==> src/include/eiu_pkg.sv <==
package eiu_pkg;

  // ==========================================================================
  // Register addresses on the special function register port
  // ==========================================================================
  localparam logic [7:0] EIU_ADDR_STD_ENABLE = 8'ha8;
  localparam logic [7:0] EIU_ADDR_STD_LEVEL  = 8'hb8;
  localparam logic [7:0] EIU_ADDR_EXT_FLAG   = 8'h91;
  localparam logic [7:0] EIU_ADDR_WAKE_FLAG  = 8'hd8;
  localparam logic [7:0] EIU_ADDR_EXT_ENABLE = 8'he8;
  localparam logic [7:0] EIU_ADDR_EXT_LEVEL  = 8'hf8;

  // ==========================================================================
  // Field positions
  // ==========================================================================
  localparam int EIU_GLOBAL_GATE_BIT  = 7;
  localparam int EIU_ADC_FLAG_BIT     = 4;
  localparam int EIU_SPI_FLAG_BIT     = 5;
  localparam int EIU_RADIO1_FLAG_BIT  = 6;
  localparam int EIU_RADIO2_FLAG_BIT  = 7;
  localparam int EIU_WAKE_FLAG_BIT    = 3;
  localparam int EIU_NUM_STD          = 6;
  localparam int EIU_NUM_EXT          = 5;
  localparam int EIU_NUM_SRC          = 11;

  // Source index equals natural rank order: 0..5 standard, then
  // adc, spi, radio one, radio two, wakeup tick.
  localparam logic [3:0] EIU_IDX_ADC  = 4'h6;
  localparam logic [3:0] EIU_IDX_WAKE = 4'ha;

  // ==========================================================================
  // Reserved bit read values and reset values
  // ==========================================================================
  localparam logic [7:0] EIU_EXT_FLAG_FIXED  = 8'h08;
  localparam logic [7:0] EIU_WAKE_FLAG_FIXED = 8'h40;
  localparam logic [7:0] EIU_EXT_CTRL_FIXED  = 8'he0;
  localparam logic [7:0] EIU_STD_LEVEL_FIXED = 8'h80;
  localparam logic [5:0] EIU_STD_RESET       = 6'h00;
  localparam logic [4:0] EIU_EXT_RESET       = 5'h00;
  localparam logic [7:0] EIU_RDATA_RESET     = 8'h00;

  // ==========================================================================
  // Vector table, entry 10 first
  // ==========================================================================
  localparam logic [10:0][7:0] EIU_VECTORS = {
    8'h63, 8'h5b, 8'h53, 8'h4b, 8'h43,
    8'h2b, 8'h23, 8'h1b, 8'h13, 8'h0b, 8'h03
  };

endpackage : eiu_pkg

==> src/hdl/eiu_ext_irq_unit.sv <==
`timescale 1ns/1ps
module eiu_ext_irq_unit
  import eiu_pkg::*;
(
  input  wire logic       CORE_CLK_I,
  input  wire logic       SYS_RST_I,
  input  wire logic [7:0] SFR_ADDR_I,
  input  wire logic       SFR_WR_I,
  input  wire logic [7:0] SFR_WDATA_I,
  input  wire logic       SFR_RD_I,
  output logic      [7:0] SFR_RDATA_O,
  input  wire logic [5:0] STD_REQ_I,
  input  wire logic       ADC_CONV_DONE_I,
  input  wire logic       SPI_BYTE_DONE_I,
  input  wire logic       RADIO_DATA_READY_ONE_I,
  input  wire logic       RADIO_DATA_READY_TWO_I,
  input  wire logic       WAKE_TICK_I,
  input  wire logic       INSTR_END_I,
  input  wire logic       INSTR_RETI_I,
  output logic            IRQ_TAKE_O,
  output logic      [7:0] IRQ_VECTOR_O,
  output logic            IRQ_LEVEL_O,
  output logic      [1:0] IN_SERVICE_O
);

  // ==========================================================================
  // Helpers
  // ==========================================================================
  function automatic logic [3:0] first_idx(input logic [10:0] v);
    logic [3:0] r;
    r = 4'h0;
    for (int i = EIU_NUM_SRC - 1; i >= 0; i--) begin
      if (v[i]) begin
        r = 4'(i);
      end
    end
    return r;
  endfunction : first_idx

  // ==========================================================================
  // Register state
  // ==========================================================================
  logic       global_gate_q;
  logic [5:0] std_enable_q;
  logic [5:0] std_level_q;
  logic [4:0] ext_enable_q;
  logic [4:0] ext_level_q;
  logic       adc_done_flag_q;
  logic       spi_done_flag_q;
  logic       radio_dr_one_flag_q;
  logic       radio_dr_two_flag_q;
  logic       wake_flag_q;
  logic       adc_prev_q;
  logic       radio_one_prev_q;
  logic       radio_two_prev_q;
  logic       skip_q;
  logic       in_low_q;
  logic       in_high_q;

  logic       wr_flag;
  logic       wr_wake;
  logic       ctl_wr;
  logic       adc_rise;
  logic       radio_one_rise;
  logic       radio_two_rise;

  assign wr_flag        = SFR_WR_I && (SFR_ADDR_I == EIU_ADDR_EXT_FLAG);
  assign wr_wake        = SFR_WR_I && (SFR_ADDR_I == EIU_ADDR_WAKE_FLAG);
  assign ctl_wr         = SFR_WR_I && ((SFR_ADDR_I == EIU_ADDR_STD_ENABLE) ||
                          (SFR_ADDR_I == EIU_ADDR_STD_LEVEL) ||
                          (SFR_ADDR_I == EIU_ADDR_EXT_ENABLE) ||
                          (SFR_ADDR_I == EIU_ADDR_EXT_LEVEL));
  assign adc_rise       = ADC_CONV_DONE_I && !adc_prev_q;
  assign radio_one_rise = RADIO_DATA_READY_ONE_I && !radio_one_prev_q;
  assign radio_two_rise = RADIO_DATA_READY_TWO_I && !radio_two_prev_q;

  // ==========================================================================
  // Control registers
  // ==========================================================================
  always_ff @(posedge CORE_CLK_I or posedge SYS_RST_I) begin
    if (SYS_RST_I) begin
      global_gate_q <= 1'b0;
      std_enable_q  <= EIU_STD_RESET;
      std_level_q   <= EIU_STD_RESET;
      ext_enable_q  <= EIU_EXT_RESET;
      ext_level_q   <= EIU_EXT_RESET;
    end else if (SFR_WR_I) begin
      case (SFR_ADDR_I)
        EIU_ADDR_STD_ENABLE: begin
          global_gate_q <= SFR_WDATA_I[EIU_GLOBAL_GATE_BIT];
          std_enable_q  <= SFR_WDATA_I[5:0];
        end
        EIU_ADDR_STD_LEVEL: begin
          std_level_q <= SFR_WDATA_I[5:0];
        end
        EIU_ADDR_EXT_ENABLE: begin
          ext_enable_q <= SFR_WDATA_I[4:0];
        end
        EIU_ADDR_EXT_LEVEL: begin
          ext_level_q <= SFR_WDATA_I[4:0];
        end
        default: begin
        end
      endcase
    end
  end

  // ==========================================================================
  // Edge detectors
  // ==========================================================================
  always_ff @(posedge CORE_CLK_I or posedge SYS_RST_I) begin
    if (SYS_RST_I) begin
      adc_prev_q       <= 1'b0;
      radio_one_prev_q <= 1'b0;
      radio_two_prev_q <= 1'b0;
    end else begin
      adc_prev_q       <= ADC_CONV_DONE_I;
      radio_one_prev_q <= RADIO_DATA_READY_ONE_I;
      radio_two_prev_q <= RADIO_DATA_READY_TWO_I;
    end
  end

  // ==========================================================================
  // Event flags
  // ==========================================================================
  // A hardware event in the same cycle as a software clear wins, so no
  // event is lost; software write of one sets the flag like an event.
  always_ff @(posedge CORE_CLK_I or posedge SYS_RST_I) begin
    if (SYS_RST_I) begin
      adc_done_flag_q     <= 1'b0;
      spi_done_flag_q     <= 1'b0;
      radio_dr_one_flag_q <= 1'b0;
      radio_dr_two_flag_q <= 1'b0;
    end else begin
      adc_done_flag_q <= (wr_flag ? SFR_WDATA_I[EIU_ADC_FLAG_BIT]
                          : adc_done_flag_q) | adc_rise;
      spi_done_flag_q <= (wr_flag ? SFR_WDATA_I[EIU_SPI_FLAG_BIT]
                          : spi_done_flag_q) | SPI_BYTE_DONE_I;
      radio_dr_one_flag_q <= (wr_flag ? SFR_WDATA_I[EIU_RADIO1_FLAG_BIT]
                              : radio_dr_one_flag_q) | radio_one_rise;
      radio_dr_two_flag_q <= (wr_flag ? SFR_WDATA_I[EIU_RADIO2_FLAG_BIT]
                              : radio_dr_two_flag_q) | radio_two_rise;
    end
  end

  // Wake flag is a level: left set, it re-requests after the routine ends
  always_ff @(posedge CORE_CLK_I or posedge SYS_RST_I) begin
    if (SYS_RST_I) begin
      wake_flag_q <= 1'b0;
    end else begin
      wake_flag_q <= (wr_wake ? SFR_WDATA_I[EIU_WAKE_FLAG_BIT]
                      : wake_flag_q) | WAKE_TICK_I;
    end
  end

  // ==========================================================================
  // Register read port
  // ==========================================================================
  always_ff @(posedge CORE_CLK_I or posedge SYS_RST_I) begin
    if (SYS_RST_I) begin
      SFR_RDATA_O <= EIU_RDATA_RESET;
    end else if (SFR_RD_I) begin
      case (SFR_ADDR_I)
        EIU_ADDR_STD_ENABLE: begin
          SFR_RDATA_O <= {global_gate_q, 1'b0, std_enable_q};
        end
        EIU_ADDR_STD_LEVEL: begin
          SFR_RDATA_O <= EIU_STD_LEVEL_FIXED | {2'b00, std_level_q};
        end
        EIU_ADDR_EXT_FLAG: begin
          SFR_RDATA_O <= EIU_EXT_FLAG_FIXED | {radio_dr_two_flag_q,
                         radio_dr_one_flag_q, spi_done_flag_q,
                         adc_done_flag_q, 4'h0};
        end
        EIU_ADDR_WAKE_FLAG: begin
          SFR_RDATA_O <= EIU_WAKE_FLAG_FIXED |
                         {4'h0, wake_flag_q, 3'b000};
        end
        EIU_ADDR_EXT_ENABLE: begin
          SFR_RDATA_O <= EIU_EXT_CTRL_FIXED | {3'b000, ext_enable_q};
        end
        EIU_ADDR_EXT_LEVEL: begin
          SFR_RDATA_O <= EIU_EXT_CTRL_FIXED | {3'b000, ext_level_q};
        end
        default: begin
          SFR_RDATA_O <= EIU_RDATA_RESET;
        end
      endcase
    end
  end

  // ==========================================================================
  // Arbitration
  // ==========================================================================
  logic [10:0] src_flag;
  logic [10:0] src_en;
  logic [10:0] src_lvl;
  logic [10:0] req;
  logic [10:0] hi_cand;
  logic [10:0] lo_cand;
  logic        win_high;
  logic        win_any;
  logic [3:0]  win_idx;
  logic        take_ok;

  assign src_flag = {wake_flag_q, radio_dr_two_flag_q, radio_dr_one_flag_q,
                     spi_done_flag_q, adc_done_flag_q, STD_REQ_I};
  assign src_en   = {ext_enable_q, std_enable_q};
  assign src_lvl  = {ext_level_q, std_level_q};
  assign req      = src_flag & src_en & {EIU_NUM_SRC{global_gate_q}};
  // A running high routine blocks all; a low one blocks only its own level
  assign hi_cand  = req & src_lvl & {EIU_NUM_SRC{!in_high_q}};
  assign lo_cand  = req & ~src_lvl &
                    {EIU_NUM_SRC{!in_high_q && !in_low_q}};
  assign win_high = |hi_cand;
  assign win_any  = win_high || (|lo_cand);
  assign win_idx  = win_high ? first_idx(hi_cand)
                             : first_idx(lo_cand);

  // Taken only at an instruction boundary, and never right after a return
  // or a write that changes enables or levels
  assign take_ok    = INSTR_END_I && !INSTR_RETI_I &&
                      !skip_q && !ctl_wr;
  assign IRQ_TAKE_O = take_ok && win_any;

  always_ff @(posedge CORE_CLK_I or posedge SYS_RST_I) begin
    if (SYS_RST_I) begin
      skip_q <= 1'b0;
    end else if (INSTR_END_I) begin
      skip_q <= 1'b0;
    end else if (ctl_wr) begin
      skip_q <= 1'b1;
    end
  end

  // ==========================================================================
  // Vector and service level tracking
  // ==========================================================================
  always_ff @(posedge CORE_CLK_I or posedge SYS_RST_I) begin
    if (SYS_RST_I) begin
      IRQ_VECTOR_O <= 8'h00;
      IRQ_LEVEL_O  <= 1'b0;
    end else if (IRQ_TAKE_O) begin
      IRQ_VECTOR_O <= EIU_VECTORS[win_idx];
      IRQ_LEVEL_O  <= win_high;
    end
  end

  always_ff @(posedge CORE_CLK_I or posedge SYS_RST_I) begin
    if (SYS_RST_I) begin
      in_low_q  <= 1'b0;
      in_high_q <= 1'b0;
    end else if (IRQ_TAKE_O) begin
      if (win_high) begin
        in_high_q <= 1'b1;
      end else begin
        in_low_q <= 1'b1;
      end
    end else if (INSTR_END_I && INSTR_RETI_I) begin
      // Return pops the innermost level; the core restores its own PC
      if (in_high_q) begin
        in_high_q <= 1'b0;
      end else begin
        in_low_q <= 1'b0;
      end
    end
  end

  assign IN_SERVICE_O = {in_high_q, in_low_q};
endmodule : eiu_ext_irq_unit

==> config.mk <==
export PLATFORM = sky130hd
export DESIGN_NAME = eiu_ext_irq_unit
export DESIGN_NICKNAME = d
export VERILOG_FILES = /design/src/include/eiu_pkg.sv /design/src/hdl/eiu_ext_irq_unit.sv
export SDC_FILE = /design/constraint.sdc
export NUM_CORES = 1
export LEC_CHECK = 0
export BUFFER_PORTS_ARGS = -buffer_cell sky130_fd_sc_hd__buf_4
export CAP_MARGIN = 10
export CELL_PAD_IN_SITES_DETAIL_PLACEMENT = 0
export CELL_PAD_IN_SITES_GLOBAL_PLACEMENT = 1
export CORE_MARGIN = 1.5
export CORE_UTILIZATION = 46
export CTS_BUF_LIST = sky130_fd_sc_hd__clkbuf_8 sky130_fd_sc_hd__clkbuf_16
export DETAILED_ROUTE_END_ITERATION = 8
export GPL_TIMING_DRIVEN = 0
export PLACE_DENSITY_LB_ADDON = 0.3
export SLEW_MARGIN = 30
export SYNTH_ARGS = -nofsm -noshare
export SYNTH_HDL_FRONTEND = slang
export SYNTH_SLANG_ARGS = --single-unit
==> constraint.sdc <==
create_clock -name CORE_CLK_I -period 4.45 [get_ports CORE_CLK_I]
set_input_delay 0.6675 -clock CORE_CLK_I [delete_from_list [all_inputs] [get_ports CORE_CLK_I]]
set_output_delay 0.6675 -clock CORE_CLK_I [all_outputs]
set_load 0.05 [all_outputs]
==> flow_summary.toml <==
[cells_and_area]
num_antenna_cells = 0
drive_gt1_share_pct = 34.9
finalNetCount = 341
area_growth_pct = 21.2

[pwr]
power.density_nw_per_um2 = 300
p_leak_nw = 1.53
ir_worst_vdd_mv = 0.194

[synthesis]
synth.cell_area_um2 = 2620
synth_top_family_by_area = "simple AND/OR/NAND/NOR gates"
synth-edff-count = 0
synth_cell_types = 52
yosysWarnings = 0
synthCells = 252
yosys.area_share.simple_pct = 19.3
synthTopCellsByArea = "dfrtp_1 (46%), mux2_2 (10%), nand3_1 (4.2%)"
synth_compound_area_share_pct = 14.7
ys_seq_area_share_pct = 45.8
ys_seq_elements = 48
async_flop_share_pct = 100
yosys.area.top_type = "dfrtp_1"
synth_fa_ha_area_share_pct = 0
netlist.area_leader.share_pct = 45.8
synth_mux_area_share_pct = 15.4
avgSynthCellArea_um2 = 10.4
synth_flop_cell = "dfrtp_1"
synthXorXnorAreaFrac_pct = 0.334

[floorplanning]
die_w_um = 78.5
ios = 53
core_um2 = 5510
die_height_um = 78.5
num_rows = 27
start_util_pct = 47.6
die_area_um2 = 6160

[setup_path]
worst-path-max-fanout = 10
path_common_cell = "buf_4"
cp_slowest_cell = "o31a_1"
slowest_delay_ps = 340
end_kind = "primary output"
critPathKind = "input port to primary output"
cp.required_ps = 3780
crit_chain = "buf_4 -> nand3_1 -> nand4_1 -> o21ai_1 -> nand2b_2 -> o31a_1 -> buf_6 -> buf_4"
path_delay_family = "compound AO/OA/AOI/OAI gates"
cp.arrival_ps = 2130
worst-path-buf-inv = 3
crit_path_start_kind = "input port"

[route]
route.detailed.drc = 0
routedWlPerCell_um = 16.0
wl_um = 6080
ant_nets = 0
vias = 2107
routed_via_density = 5.56
drt-initial-drc-count = 107
dr.pass1.iters = 4

[place]
dp_slack_ps = 1660
io_buffers = 48
hpwlAfterDp_um = 4620
place_congestion = 0.827

[timing]
worst_slack_ps = 1660
slew_headroom_pct = 57.6
fin_crit_sh_pct = 62.8
clock_skew_ps = 6.78
setup_viol = 0
tns_ps = 0
worstMarginPinSlew_ps = 634
finalHoldViolations = 0
period_needed_ps = 2790
maxSlewViolCount = 0
max_freq_mhz = 358
rsz0062_at_grt = "false"

[clock_tree]
clock-sinks = 48
htree_num_levels = 2
cts_max_path_buffers = 2
cts_resized = 0
clk-insertion-delay-late_ps = 300
cts-root-buf = "clkbuf_8"
cts_buffers = 5
cts_tree = "built"
clk_pin_slew_ps = 80
post_cts_buffers = 0
cts_hold_buf = 0

[grt]
grt_max_degree = 49
grt_antenna_before_repair = 0
grt_pass1_vias = 2130
overflow = 0
grt_pass1_wl_um = 10200
grt_usage_pct = 21.6

[worst_hold_path]
hp-class = "input port to async pin"

[run]
maxCapViolCount = 0

[status]
outcome = "complete, no violations"
-- layout make-up --
class,count,area (um^2)
inverters,10,40.0
clock inverters,1,30.0
fillers,494,2330
plain buffers,12,75.1
repair buffers,48,360
well taps,72,90.1
clock buffers,5,68.8
flip-flops and latches,48,1200
multi-input cells,183,1310
-- path summary, 6_finish.rpt --
path	startpoint	end	slack (ps)	cells past startpoint
worst min-delay path	SYS_RST_I	SFR_RDATA_O[0]$_DFFE_PP0P_	430	2
min in group CORE_CLK_I	adc_prev_q$_DFF_PP0_	adc_done_flag_q$_DFF_PP0_	430	1
worst max register to register	in_high_q$_DFFE_PP0P_	IRQ_VECTOR_O[5]$_DFFE_PP0P_	2470	7
max in group asynchronous	SYS_RST_I	ext_level_q[4]$_DFFE_PP0P_	3620	2
worst min register to register	adc_prev_q$_DFF_PP0_	adc_done_flag_q$_DFF_PP0_	430	1
worst max-delay path	STD_REQ_I[4]	IRQ_TAKE_O	1660	8
-- per-stage QoR --
stage               cells  utilization (%)  power, W  hold slack [ps]  area, um^2
floorplan             253                -  0.000595              400        2630
global placement      373             55.9  0.000658              409        3080
detailed placement    373             55.9  0.000662              420        3080
CTS                   379             57.7  0.000962              431        3180
global route          379             57.7  0.000994              446        3180
finish                379             57.7  0.000954              427        3180
-- where the power goes --
part / internal (W) / switching, W
clock network: 0.000161 / 0.000141
registers: 0.000459 / 0.0000195
logic: 0.0000685 / 0.000105
total: 0.000689 / 0.000265
-- cell usage in the layout, fill, tap and decap left out, types with 3 or more instances in the layout --
cell and count:
a21boi_0 3, a21oi_1 6, a31oi_1 6, and3_1 4, buf_4 54, clkbuf_1 5, clkbuf_8 5, dfrtp_1 48
inv_1 9, mux2_2 24, mux2i_1 5, mux4_2 3, nand2_1 25, nand3_1 22, nand3b_1 6, nand4_1 3
nor2_1 18, nor2b_1 3, o21ai_0 13, o21ai_2 3
-- flip-flops by register name, indices dropped and copies added, names as in the netlist, 5 cells and up --
signal	flops
ext_level_q	5
std_level_q	6
std_enable_q	6
SFR_RDATA_O	8
IRQ_VECTOR_O	5
ext_enable_q	5
-- cells in the mapped netlist, types with 2 or more instances --
library cell   n
nand2_1       25
a21boi_0       3
o41ai_2        2
and3b_1        2
nor2_1        18
o21ai_1        2
a21oi_1        6
nand3_1       22
dfrtp_1       48
a21oi_2        2
buf_4          6
mux2_2        24
nand4_1        3
mux4_2         3
a31oi_1        6
and3_1         4
o22ai_2        2
nor2b_1        3
nand3b_1       6
clkbuf_1       5
inv_1         10
mux2i_1        5
o21ai_0       13
o21ai_2        3
o211ai_1       2
-- routing by layer --
| metal | vias up | wire length, um | track usage, % |
|---|---|---|---|
| met5 | - | 0 | 0 |
| met4 | 0 | 150 | 8.57 |
| met3 | 12 | 309 | 4.42 |
| met2 | 59 | 2870 | 34.6 |
| met1 | 1010 | 2750 | 28.7 |
| li1 | 1026 | - | - |
-- kinds of logic (layout without fill, tap and decap cells) --
kind of cell / Yosys count / count (layout)
and+or+nand+nor: 94 / 94
xor gates and xnor gates: 1 / 1
AOI/OAI and AO/OA: 53 / 53
buffers and inverters: 22 / 76
muxes: 33 / 33
other: 1 / 2
DFF: 48 / 48
(Power assumes the default switching activity.)
